===== config.mk =====
export PLATFORM = sky130hd
export DESIGN_NAME = ppm_pin_mux
export DESIGN_NICKNAME = d
export VERILOG_FILES = /design/src/ppm_pin_mux.v
export VERILOG_INCLUDE_DIRS = /design/src /design/src/src
export SDC_FILE = /design/constraint.sdc
export NUM_CORES = 1
export LEC_CHECK = 0
export BUFFER_PORTS_ARGS = -buffer_cell sky130_fd_sc_hd__buf_2
export CORE_MARGIN = 4
export CORE_UTILIZATION = 45
export DETAILED_ROUTE_END_ITERATION = 7
export GPL_TIMING_DRIVEN = 0
export PLACE_DENSITY_LB_ADDON = 0.08
export SYNTH_ARGS = -nofsm -noshare
export SYNTH_HDL_FRONTEND = slang
export SYNTH_SLANG_ARGS = --single-unit

===== constraint.sdc =====
create_clock -name clock -period 1.6 [get_ports clock]
set_input_delay 0.32 -clock clock [delete_from_list [all_inputs] [get_ports clock]]
set_output_delay 0.32 -clock clock [all_outputs]
set_load 0.005 [all_outputs]

===== src/ppm_defines.vh =====
`ifndef PPM_DEFINES_VH
`define PPM_DEFINES_VH
// ****************************************************************
// Register word offsets (byte address = index * 4)
// ****************************************************************
`define PPM_ADDR_W 4
`define PPM_OFF_PORT1_LATCH 4'h0
`define PPM_OFF_PORT1_DIR 4'h1
`define PPM_OFF_PORT1_PULLUP 4'h2
`define PPM_OFF_PORT1_ROUTE 4'h3
`define PPM_OFF_P15_LATCH 4'h4
`define PPM_OFF_P15_DIR 4'h5
`define PPM_OFF_P15_PULLUP 4'h6
`define PPM_OFF_SEG_SEL 4'h7
`define PPM_OFF_DISP_MODE 4'h8
`define PPM_OFF_P2_LATCH 4'h9
`define PPM_OFF_P2_DIR 4'hA
`define PPM_OFF_P2_FUNC 4'hB
`define PPM_OFF_ANALOG_CFG 4'hC
`define PPM_OFF_ROUTING 4'hD
`define PPM_OFF_OSC_MODE 4'hE
`define PPM_OFF_P4_CTRL 4'hF
// ****************************************************************
// Reset values
// ****************************************************************
`define PPM_RST_DIR8 8'hFF
`define PPM_RST_DIR4 4'hF
`define PPM_RST_ZERO8 8'h00
`define PPM_RST_ZERO4 4'h0
// ****************************************************************
// Field positions
// ****************************************************************
`define PPM_PORT1_ROUTE_TXD0 3
`define PPM_PORT1_ROUTE_TXD6 6
`define PPM_ROUTE_IRQ 0
`define PPM_ROUTE_CAPTURE 1
`define PPM_ROUTE_GATE 2
`define PPM_DISP_KEYSCAN 0
`define PPM_P4_QUARTER_BIAS 0
`define PPM_P4_LATCH 1
`define PPM_P4_DIR 2
`define PPM_RX_PIN 5
`endif


===== src/ppm_pin_mux.v =====
`timescale 1ns/1ps
`include "ppm_defines.vh"
// Contract
// - Port 1: eight bits, per-bit direction
// - Port 1 pull-up only for selected inputs
// - Reset puts port 1 into input
// - Port 15 switched as group to segments
// - Port 15 per-bit direction and pull-up
// - Segment mode drives segments plus key scan
// - Port 2 analog routes to chosen converter
// - Routing bit 1 sends receive to capture
// - Routing bit 0 sends receive to irq
// - Routing bit 2 gates event timer input
// - Oscillator mode resets to zero, pins inputs
// - Port 4 bit 0 is bias at quarter
// - System reset is active low
module ppm_pin_mux (
    // Clock and reset
    input wire clock,
    input wire rst,
    input wire sysReset_n,
    // Avalon-MM slave
    input wire [`PPM_ADDR_W-1:0] address,
    input wire read,
    input wire write,
    input wire [31:0] writedata,
    output reg [31:0] readdata,
    output reg waitrequest,
    // Port 1 pins
    input wire [7:0] port1PinIn,
    output reg [7:0] port1PinOut,
    output reg [7:0] port1PinOe_n,
    output reg [7:0] port1PullupEn,
    // Port 1 peripheral transmit data
    input wire txd0Data,
    input wire txd6Data,
    // Port 15 pins
    input wire [3:0] port15PinIn,
    output reg [3:0] port15PinOut,
    output reg [3:0] port15PinOe_n,
    output reg [3:0] port15PullupEn,
    // Port 14 pins (segment only here)
    output reg [3:0] port14PinOut,
    output reg [3:0] port14PinOe_n,
    // Display driver side
    input wire [7:0] lcdColumnDrive,
    input wire [7:0] keySourceLine,
    input wire [7:0] port2Segment,
    // Port 2 pins
    input wire [7:0] port2PinIn,
    output reg [7:0] port2PinOut,
    output reg [7:0] port2PinOe_n,
    output reg [7:0] sarAnalogChannel,
    output reg [7:0] deltaSigmaInputPair,
    output reg [7:0] port2AnalogIdle,
    // Input routing
    input wire captureTimerPin,
    input wire externalIrqPin,
    input wire gatingTimerOut,
    output reg captureTimerInput,
    output reg externalIrqZero,
    output reg eventTimerEnable,
    // Clock pins and port 4 bit 0
    output reg [3:0] clockPinIsPort,
    input wire port4Bit0In,
    output reg port4Bit0Out,
    output reg port4Bit0Oe_n,
    output reg lcdBiasSupply,
    output reg keyReturnInput
);

// ****************************************************************
// Registers
// ****************************************************************
reg [7:0] port1Latch; // Port 1 output latch
reg [7:0] port1Direction; // 1 = input
reg [7:0] port1PullupSelect; // Pull-up request
reg [7:0] port1Route; // Transmit routing bits
reg [3:0] port15Latch; // Port 15 output latch
reg [3:0] port15Direction; // 1 = input
reg [3:0] port15PullupSelect; // Pull-up request
reg segmentVsPortSelect; // 1 = segment mode
reg [7:0] displayModeRegister; // Key scan enable bit
reg [7:0] port2Latch; // Port 2 output latch
reg [7:0] port2Direction; // 1 = input
reg [7:0] port2FunctionSelect; // 1 = segment output
reg [7:0] analogPortConfig; // 1 = analog
reg [7:0] sarChannelSelect; // Per-pin SAR choice
reg [7:0] deltaSigmaControl; // Per-pin delta-sigma choice
reg [7:0] inputRoutingControl; // Routing bits
reg [7:0] oscillatorModeSelect; // Clock pin modes
reg [7:0] port4Control; // Bias, latch, direction
reg [31:0] next_readdata; // Read mux
wire anyReset; // Either reset source
wire access; // Bus request present

// Either the bus reset or the device pin reset clears state
// Active-low reset
assign anyReset = rst | ~sysReset_n;
assign access = read | write;

// ****************************************************************
// Register writes
// ****************************************************************
// Writes land on the edge where waitrequest is sampled low
always @(posedge clock) begin
    if (anyReset) begin
        port1Latch <= `PPM_RST_ZERO8;
        port1Direction <= `PPM_RST_DIR8;
        port1PullupSelect <= `PPM_RST_ZERO8;
        port1Route <= `PPM_RST_ZERO8;
        port15Latch <= `PPM_RST_ZERO4;
        port15Direction <= `PPM_RST_DIR4;
        port15PullupSelect <= `PPM_RST_ZERO4;
        segmentVsPortSelect <= 1'b0;
        displayModeRegister <= `PPM_RST_ZERO8;
        port2Latch <= `PPM_RST_ZERO8;
        port2Direction <= `PPM_RST_DIR8;
        port2FunctionSelect <= `PPM_RST_ZERO8;
        analogPortConfig <= `PPM_RST_ZERO8;
        inputRoutingControl <= `PPM_RST_ZERO8;
        oscillatorModeSelect <= `PPM_RST_ZERO8;
        port4Control <= 8'h04;
    end else if (write && !waitrequest) begin
        // Address decode
        if (address == `PPM_OFF_PORT1_LATCH) begin
            port1Latch <= writedata[7:0];
        end else if (address == `PPM_OFF_PORT1_DIR) begin
            port1Direction <= writedata[7:0];
        end else if (address == `PPM_OFF_PORT1_PULLUP) begin
            port1PullupSelect <= writedata[7:0];
        end else if (address == `PPM_OFF_PORT1_ROUTE) begin
            port1Route <= writedata[7:0] & 8'h48;
        end else if (address == `PPM_OFF_P15_LATCH) begin
            port15Latch <= writedata[3:0];
        end else if (address == `PPM_OFF_P15_DIR) begin
            port15Direction <= writedata[3:0];
        end else if (address == `PPM_OFF_P15_PULLUP) begin
            port15PullupSelect <= writedata[3:0];
        end else if (address == `PPM_OFF_SEG_SEL) begin
            segmentVsPortSelect <= writedata[0];
        end else if (address == `PPM_OFF_DISP_MODE) begin
            displayModeRegister <= writedata[7:0];
        end else if (address == `PPM_OFF_P2_LATCH) begin
            port2Latch <= writedata[7:0];
        end else if (address == `PPM_OFF_P2_DIR) begin
            port2Direction <= writedata[7:0];
        end else if (address == `PPM_OFF_P2_FUNC) begin
            port2FunctionSelect <= writedata[7:0];
        end else if (address == `PPM_OFF_ANALOG_CFG) begin
            analogPortConfig <= writedata[7:0];
        end else if (address == `PPM_OFF_ROUTING) begin
            inputRoutingControl <= writedata[7:0] & 8'h07;
        end else if (address == `PPM_OFF_OSC_MODE) begin
            oscillatorModeSelect <= writedata[7:0];
        end else if (address == `PPM_OFF_P4_CTRL) begin
            port4Control <= writedata[7:0] & 8'h07;
        end
    end
end

// Converter selections are in bits 15:8 and 23:16 of the analog word
always @(posedge clock) begin
    if (anyReset) begin
        sarChannelSelect <= `PPM_RST_ZERO8;
        deltaSigmaControl <= `PPM_RST_ZERO8;
    end else if (write && !waitrequest &&
                 address == `PPM_OFF_ANALOG_CFG) begin
        sarChannelSelect <= writedata[15:8];
        deltaSigmaControl <= writedata[23:16];
    end
end

// ****************************************************************
// Read path
// ****************************************************************
// Selects the read word for the current address
always @* begin
    next_readdata = 32'h00000000;
    if (address == `PPM_OFF_PORT1_LATCH) begin
        next_readdata[7:0] = (port1Direction & port1PinIn) |
                             (~port1Direction & port1Latch);
    end else if (address == `PPM_OFF_PORT1_DIR) begin
        next_readdata[7:0] = port1Direction;
    end else if (address == `PPM_OFF_PORT1_PULLUP) begin
        next_readdata[7:0] = port1PullupSelect;
    end else if (address == `PPM_OFF_PORT1_ROUTE) begin
        next_readdata[7:0] = port1Route;
    end else if (address == `PPM_OFF_P15_LATCH) begin
        next_readdata[3:0] = (port15Direction & port15PinIn) |
                             (~port15Direction & port15Latch);
    end else if (address == `PPM_OFF_P15_DIR) begin
        next_readdata[3:0] = port15Direction;
    end else if (address == `PPM_OFF_P15_PULLUP) begin
        next_readdata[3:0] = port15PullupSelect;
    end else if (address == `PPM_OFF_SEG_SEL) begin
        next_readdata[0] = segmentVsPortSelect;
    end else if (address == `PPM_OFF_DISP_MODE) begin
        next_readdata[7:0] = displayModeRegister;
    end else if (address == `PPM_OFF_P2_LATCH) begin
        next_readdata[7:0] = (port2Direction & port2PinIn) |
                             (~port2Direction & port2Latch);
    end else if (address == `PPM_OFF_P2_DIR) begin
        next_readdata[7:0] = port2Direction;
    end else if (address == `PPM_OFF_P2_FUNC) begin
        next_readdata[7:0] = port2FunctionSelect;
    end else if (address == `PPM_OFF_ANALOG_CFG) begin
        next_readdata[23:0] = {deltaSigmaControl, sarChannelSelect,
                               analogPortConfig};
    end else if (address == `PPM_OFF_ROUTING) begin
        next_readdata[7:0] = inputRoutingControl;
    end else if (address == `PPM_OFF_OSC_MODE) begin
        next_readdata[7:0] = oscillatorModeSelect;
    end else begin
        // Port 4 control with live pin in bit 3
        next_readdata[7:0] = {4'h0, port4Bit0In, port4Control[2:0]};
    end
end

// ****************************************************************
// Bus handshake
// ****************************************************************
// One wait cycle, then a one-cycle low waitrequest answers
always @(posedge clock) begin
    if (anyReset) begin
        waitrequest <= 1'b1;
        readdata <= 32'h00000000;
    end else if (access && waitrequest) begin
        waitrequest <= 1'b0;
        readdata <= next_readdata;
    end else begin
        waitrequest <= 1'b1;
    end
end

// ****************************************************************
// Pin drive
// ****************************************************************
// Drives every pad and routing output from flip-flops
always @(posedge clock) begin : pinDrive
    integer i;
    if (anyReset) begin
        port1PinOut <= 8'h00;
        port1PinOe_n <= 8'hFF;
        port1PullupEn <= 8'h00;
        port15PinOut <= 4'h0;
        port15PinOe_n <= 4'hF;
        port15PullupEn <= 4'h0;
        port14PinOut <= 4'h0;
        port14PinOe_n <= 4'hF;
        port2PinOut <= 8'h00;
        port2PinOe_n <= 8'hFF;
        sarAnalogChannel <= 8'h00;
        deltaSigmaInputPair <= 8'h00;
        port2AnalogIdle <= 8'h00;
        captureTimerInput <= 1'b0;
        externalIrqZero <= 1'b0;
        eventTimerEnable <= 1'b0;
        clockPinIsPort <= 4'hF;
        port4Bit0Out <= 1'b0;
        port4Bit0Oe_n <= 1'b1;
        lcdBiasSupply <= 1'b0;
        keyReturnInput <= 1'b0;
    end else begin
        port1PinOe_n <= port1Direction;
        port1PinOut <= port1Latch;
        if (port1Route[`PPM_PORT1_ROUTE_TXD0]) begin
            port1PinOut[3] <= txd0Data;
        end
        if (port1Route[`PPM_PORT1_ROUTE_TXD6]) begin
            port1PinOut[6] <= txd6Data;
        end
        port1PullupEn <= port1PullupSelect & port1Direction;
        if (segmentVsPortSelect) begin
            if (displayModeRegister[`PPM_DISP_KEYSCAN]) begin
                port14PinOut <= lcdColumnDrive[3:0] | keySourceLine[3:0];
                port15PinOut <= lcdColumnDrive[7:4] | keySourceLine[7:4];
            end else begin
                port14PinOut <= lcdColumnDrive[3:0];
                port15PinOut <= lcdColumnDrive[7:4];
            end
            port14PinOe_n <= 4'h0;
            port15PinOe_n <= 4'h0;
            port15PullupEn <= 4'h0;
        end else begin
            port14PinOut <= 4'h0;
            port14PinOe_n <= 4'hF;
            port15PinOut <= port15Latch;
            port15PinOe_n <= port15Direction;
            port15PullupEn <= port15PullupSelect & port15Direction;
        end
        // Port 2 per-pin function table
        for (i = 0; i < 8; i = i + 1) begin
            sarAnalogChannel[i] <= 1'b0;
            deltaSigmaInputPair[i] <= 1'b0;
            port2AnalogIdle[i] <= 1'b0;
            port2PinOut[i] <= port2Latch[i];
            port2PinOe_n[i] <= 1'b1;
            if (port2FunctionSelect[i]) begin
                port2PinOut[i] <= port2Segment[i];
                port2PinOe_n[i] <= 1'b0;
            end else if (analogPortConfig[i]) begin
                if (port2Direction[i]) begin
                    if (sarChannelSelect[i] && !deltaSigmaControl[i]) begin
                        sarAnalogChannel[i] <= 1'b1;
                    end else if (!sarChannelSelect[i] &&
                                 deltaSigmaControl[i]) begin
                        deltaSigmaInputPair[i] <= 1'b1;
                    end else if (!sarChannelSelect[i]) begin
                        port2AnalogIdle[i] <= 1'b1;
                    end
                end
            end else begin
                port2PinOe_n[i] <= port2Direction[i];
            end
        end
        captureTimerInput <= inputRoutingControl[`PPM_ROUTE_CAPTURE] ?
                             port1PinIn[`PPM_RX_PIN] : captureTimerPin;
        externalIrqZero <= inputRoutingControl[`PPM_ROUTE_IRQ] ?
                           port1PinIn[`PPM_RX_PIN] : externalIrqPin;
        eventTimerEnable <= inputRoutingControl[`PPM_ROUTE_GATE] ?
                            gatingTimerOut : 1'b1;
        clockPinIsPort <= ~oscillatorModeSelect[3:0];
        if (port4Control[`PPM_P4_QUARTER_BIAS]) begin
            lcdBiasSupply <= 1'b1;
            port4Bit0Oe_n <= 1'b1;
            keyReturnInput <= 1'b0;
        end else begin
            lcdBiasSupply <= 1'b0;
            port4Bit0Oe_n <= port4Control[`PPM_P4_DIR];
            keyReturnInput <= port4Bit0In;
        end
        port4Bit0Out <= port4Control[`PPM_P4_LATCH];
    end
end

endmodule


Word level (Yosys, flattened, before mapping)
Cells that the tools add are included.
{"block": "word_totals", "register_bits": 229, "latchBits": 0, "ram_bits": 0, "romBits": 0, "input_bits": 91, "out_inout_bits": 128, "word_cells": 297, "mem_count": 0}
{"block": "classes", "add_sub_neg": 0, "mul": 0, "div": 0, "order_cmp": 0, "eq_ne": 15, "n_shift": 0, "mux": 88, "bitwise": 52, "n_reduce_logical": 80}
{"operator": "$mux 16", "n": 9}
{"operator": "$mux 8", "n": 11}
{"operator": "$mux 20", "n": 3}
{"operator": "$mux 1", "n": 56}
{"operator": "$reduce_or 6->1", "n": 8}
{"operator": "$and 8x8->8", "n": 5}
{"operator": "$reduce_or 5->1", "n": 8}
{"operator": "$not 1->1", "n": 33}
{"operator": "$eq 4x4->1 const B", "n": 8}
{"operator": "$mux 4", "n": 8}
{"operator": "$reduce_or 4->1", "n": 8}
{"operator": "$mux 23", "n": 1}
{"operator": "$logic_and 1x1->1", "n": 19}
{"operator": "$logic_not 1->1", "n": 17}
{"operator": "$reduce_and 17->1", "n": 1}
{"operator": "$eq 4x3->1 const B", "n": 4}
{"operator": "$not 8->8", "n": 2}
{"operator": "$or 8x8->8", "n": 2}
{"operator": "$reduce_and 16->1", "n": 1}
{"operator": "$reduce_and 15->1", "n": 1}
{"operator": "$reduce_and 14->1", "n": 1}
{"operator": "$reduce_and 13->1", "n": 1}
{"operator": "$and 4x4->4", "n": 3}
{"operator": "$or 4x4->4", "n": 3}
{"operator": "other kinds (17)", "n": 22}

Depth between registers and ports, before layout
{"block": "depth", "word_depth": 16, "mapped_depth": 8, "depth_no_buf": 5}

Least setup slack after synthesis
OpenSTA, ideal clock, no wires.
{"block": "synth_timing", "path_type": "in2reg", "startpoint": "input address[1]", "endpoint": "register readdata[2]", "setup_time_ns": 0.121, "t_arrival_ns": 1.460, "t_required_ns": 1.479, "slack_ns": 0.019, "cell_stages": 7, "n_path_buf": 2, "cell_sequence": "buf_2 > or2_1 > clkbuf_1 > a2111oi_0 > nor4_1 > a32oi_1 > nand2_1"}
{"block": "synth_between", "elab_chain_len": 16, "elab_cells_between_ends": 30, "classes_between": "eq/ne: 14; mux: 15; reduce/logical: 1"}
{"item": "start: declaration", "line": "ppm_pin_mux.v:23", "rtl": "input wire [`PPM_ADDR_W-1:0] address,"}
{"item": "$eq 4x4->1 (no line)"}
{"item": "$mux 8", "line": "ppm_pin_mux.v:212", "rtl": "end else if (address == `PPM_OFF_OSC_MODE) begin"}
{"item": "$mux 8", "line": "ppm_pin_mux.v:210", "rtl": "end else if (address == `PPM_OFF_ROUTING) begin"}
{"item": "$mux 8", "line": "ppm_pin_mux.v:207", "rtl": "end else if (address == `PPM_OFF_ANALOG_CFG) begin"}
{"item": "$mux 8", "line": "ppm_pin_mux.v:205", "rtl": "end else if (address == `PPM_OFF_P2_FUNC) begin"}
{"item": "$mux 8", "line": "ppm_pin_mux.v:203", "rtl": "end else if (address == `PPM_OFF_P2_DIR) begin"}
{"item": "$mux 8", "line": "ppm_pin_mux.v:200", "rtl": "end else if (address == `PPM_OFF_P2_LATCH) begin"}
{"item": "$mux 8", "line": "ppm_pin_mux.v:198", "rtl": "end else if (address == `PPM_OFF_DISP_MODE) begin"}
{"item": "$mux 23", "line": "ppm_pin_mux.v:196", "rtl": "end else if (address == `PPM_OFF_SEG_SEL) begin"}
{"item": "$mux 4", "line": "ppm_pin_mux.v:194", "rtl": "end else if (address == `PPM_OFF_P15_PULLUP) begin"}
{"item": "$mux 4", "line": "ppm_pin_mux.v:192", "rtl": "end else if (address == `PPM_OFF_P15_DIR) begin"}
{"item": "$mux 4", "line": "ppm_pin_mux.v:189", "rtl": "end else if (address == `PPM_OFF_P15_LATCH) begin"}
{"item": "$mux 8", "line": "ppm_pin_mux.v:187", "rtl": "end else if (address == `PPM_OFF_PORT1_ROUTE) begin"}
{"item": "$mux 8", "line": "ppm_pin_mux.v:185", "rtl": "end else if (address == `PPM_OFF_PORT1_PULLUP) begin"}
{"item": "$mux 8", "line": "ppm_pin_mux.v:183", "rtl": "end else if (address == `PPM_OFF_PORT1_DIR) begin"}
{"item": "$mux 8 *", "line": "ppm_pin_mux.v:180", "rtl": "if (address == `PPM_OFF_PORT1_LATCH) begin"}
{"item": "end signal: assignment", "line": "ppm_pin_mux.v:230", "rtl": "readdata <= next_readdata;"}
{"item": "end: declaration", "line": "ppm_pin_mux.v:27", "rtl": "output reg [31:0] readdata,"}
Mark *: on every way between the ends. The rest lies on a longest branch, timed or not.
A chain may end at the register's enable or synchronous reset.

Worst setup path after layout
{"block": "layout_timing", "startpoint": "register waitrequest", "endpoint": "register readdata[6]"}
{"block": "layout_between", "elab_chain_len": 1}
{"item": "start: declaration", "line": "ppm_pin_mux.v:28", "rtl": "output reg waitrequest,"}
{"item": "start signal: assignment", "line": "ppm_pin_mux.v:226", "rtl": "waitrequest <= 1'b1;"}
{"item": "start signal: assignment", "line": "ppm_pin_mux.v:229", "rtl": "waitrequest <= 1'b0;"}
{"item": "start signal: assignment", "line": "ppm_pin_mux.v:232", "rtl": "waitrequest <= 1'b1;"}
{"item": "$logic_and 1x1->1", "line": "ppm_pin_mux.v:228", "rtl": "end else if (access && waitrequest) begin"}
Every way passes these cells.

==> flow_summary.ini <==
[cells_and_area]
drive_above_1_share_pct = 26.5
area_growth_pct = 26.4
top_register = readdata
fin_area_um2 = 11800
n_antenna_cell = 0
postLayoutCoreUtil_pct = 58.0
largest_reg_flops = 24
finalNetCount = 1416
fin_cells = 1596

[placed_design]
gp_congestion = 0.975
placed_area_um2 = 10700
io_buffers = 198
dp_hpwl_mm = 25.6
dp.cells = 1546

[route]
drt_iter0_markers = 937
wire_per_inst_um = 21.9
routed_wirelength_mm = 35.0
postRouteAntennaNets = 0
viasPerCell = 5.59
first_pass_iters = 6
num_vias = 8917
drc = 0

[worst_setup_path]
setup.worst_path.class = register to register
crit_arrival_ps = 2010
end_kind = register
required_ps = 2030
critPathMaxFanout = 5
worst_setup_path_start_kind = register

[timing]
hold_violations = 0
grt_setup_unrepaired = yes
min_period_ps = 1570
period_share_pct = 98.4
clock_skew_ps = 8.27
max_freq_ghz = 0.635
setup_viol_count_final = 0
maxSlewViolCount = 0
relSlewSlack_pct = 39.8
tightestPinTransition_ps = 904

[grt]
antenna_found_initial = 0
gr-usage-met3_pct = 6.03
grt_pass1_wl_mm = 52.2
grtUsageMet1_pct = 40.7
grt_busiest_layer = met2
grt_pass1_vias = 8502
grtUsageMet2_pct = 44.8
grt_use_total_pct = 29.0
grt-ovfl-total = 0
grt_max_degree = 13

[yosys]
synth.distinct_cells = 67
yosys-top-cells-count = dfxtp_1, nand2_1, a21oi_1
synth_area_leaders = dfxtp_1, nand2_1, a21oi_1, mux2i_1, nor2_1
synthFlopType = dfxtp_1
synth_area_leader_cell = dfxtp_1
yosysMostFrequentCell = dfxtp_1
yosysTopAreaCellShare_pct = 48.6
synth_seq_cells = 226
synth.avg_cell_area_um2 = 8.70
synthCells = 1071
synthesis.area_um2 = 9310
synth_edf_count = 0
seq_area_frac_synth_pct = 48.6
yosysWarnings = 0
synth-async-reset-ratio_pct = 0

[die]
die_w_um = 152
dieArea_um2 = 23100
die_h_um = 152
ios = 219
fp-row-count = 52
fp.coreArea_um2 = 20300
start_util_pct = 45.9

[worst_hold_path]
hold_path.class = primary input to register

[pwr]
irDropWorstVdd_mv = 0.746
p_comb_share_pct = 7.4
powerDensity_nw_per_um2 = 1060
switchingPower_uw = 2910
swShare_pct = 23.4
seqPwrFrac_pct = 45.5
leakage_uw = 0.00481
power.internal_uw = 9540
power_frac_clock_pct = 47.1

[cts]
cts_tree = done
cts_hold_buf = 0
cts.path.max_buffers = 3
root_buffer = clkbuf_16
clkSinkCount = 226
h-tree-depth = 1
clk_pin_slew_ps = 60
cts_buffers = 25
clk-insertion-delay-late_ps = 520

[run]
max_cap_viol_count = 0

[run_status]
status = completed
==> power groups by stage <==
stage / Sequential [uW] / Combinational [uW] / Clock (uW)
final: 5660 / 923 / 5870
after global routing: 5660 / 966 / 6220
after CTS: 5660 / 881 / 5940
after detailed placement: 5780 / 857 / 0
after global placement: 5780 / 861 / 0
after floorplan: 5780 / 446 / 0
==> kinds of logic (layout without fill, tap and decap cells) <==
| family | Yosys count | after routing | share of synthesized area (%) |
|---|---|---|---|
| compound gates | 219 | 219 | 14.8 |
| flops | 226 | 226 | 48.6 |
| buf+inv | 128 | 376 | 6.38 |
| other cells | 1 | 8 | 0.0403 |
| simple gates | 425 | 425 | 22.0 |
| fa+ha+maj | 16 | 16 | 2.15 |
| mux | 56 | 56 | 6.13 |
==> placed cells by master (no fill, tap or decap), types with 5 or more instances in the layout <==
cell type,count
o32ai_1,5
mux2i_1,48
nand2b_1,15
nand4b_1,6
nand2_2,5
buf_2,219
nor3b_1,19
nor2b_1,9
nand2_1,150
a22oi_1,20
inv_1,37
ha_1,16
clkbuf_8,9
o21ai_0,26
nor2_1,89
and2_1,10
and3_1,12
nor3_1,12
clkbuf_4,6
dfxtp_1,221
nor2_4,5
o21a_1,5
buf_4,26
clkbuf_16,25
conb_1,8
clkbuf_2,10
nand3_1,67
mux2_2,7
a21oi_1,99
clkbuf_1,32
a31oi_1,8
==> final timing paths <==
path                                                      startpoint                      endpoint  slack [ps]  depth (start not counted)
worst max-delay path                          waitrequest$_SDFF_PP1_      readdata[6]$_SDFFE_PP0P_          30                          5
worst min-delay path                               lcdColumnDrive[2]    port14PinOut[2]$_SDFF_PP0_           6                          3
worst max register to register                waitrequest$_SDFF_PP1_      readdata[6]$_SDFFE_PP0P_          30                          5
worst min register to register  oscillatorModeSelect[1]$_SDFFE_PP0P_  clockPinIsPort[1]$_SDFF_PP1_         410                          1
==> routing by layer <==
layer / vias to the layer above / wire, um
met5: - / 0
met4: 0 / 1320
met3: 70 / 3210
met2: 458 / 15400
met1: 4225 / 15100
li1: 4164 / -
==> worst max-delay path, stage by stage, from the launching register on <==
cell	delay [ps]
dfxtp_4	390
o21ai_4	110
nor2_4	170
inv_4	70
or4_4	510
a32oi_2	240
==> final cells by class <==
class                   instances  area (um2)
multi-input cells             724        4360
flip-flops and latches        226        4540
fillers                      1944        8530
well taps                     270         338
clock inverters                 4        77.6
inverters                      39         149
repair buffers                207        1060
plain buffers                  86         478
clock buffers                  40         772
==> metrics by stage <==
| step | hold WS [ps] | setup WS (ps) | TNS (ps) | total power [uW] |
|---|---|---|---|---|
| finish | 5.88 | 25.2 | 0 | 12500 |
| global route | 9.69 | -38.1 | -41.3 | 12800 |
| CTS | 0.541 | -11.4 | -24.1 | 12500 |
| detailed placement | 392 | -706 | -93450 | 6640 |
| global placement | 393 | -672 | -92270 | 6650 |
| floorplan | 370 | 19.1 | 0 | 6230 |
==> what timing repair did <==
| action | in CTS | in global routing |
|---|---|---|
| resized for setup | 28 | 42 |
| setup buffers | 6 | 3 |
| setup endpoints to repair | 145 | 83 |
| pin swaps | 5 | 9 |
No activity file was read; power rests on OpenSTA's default activity.
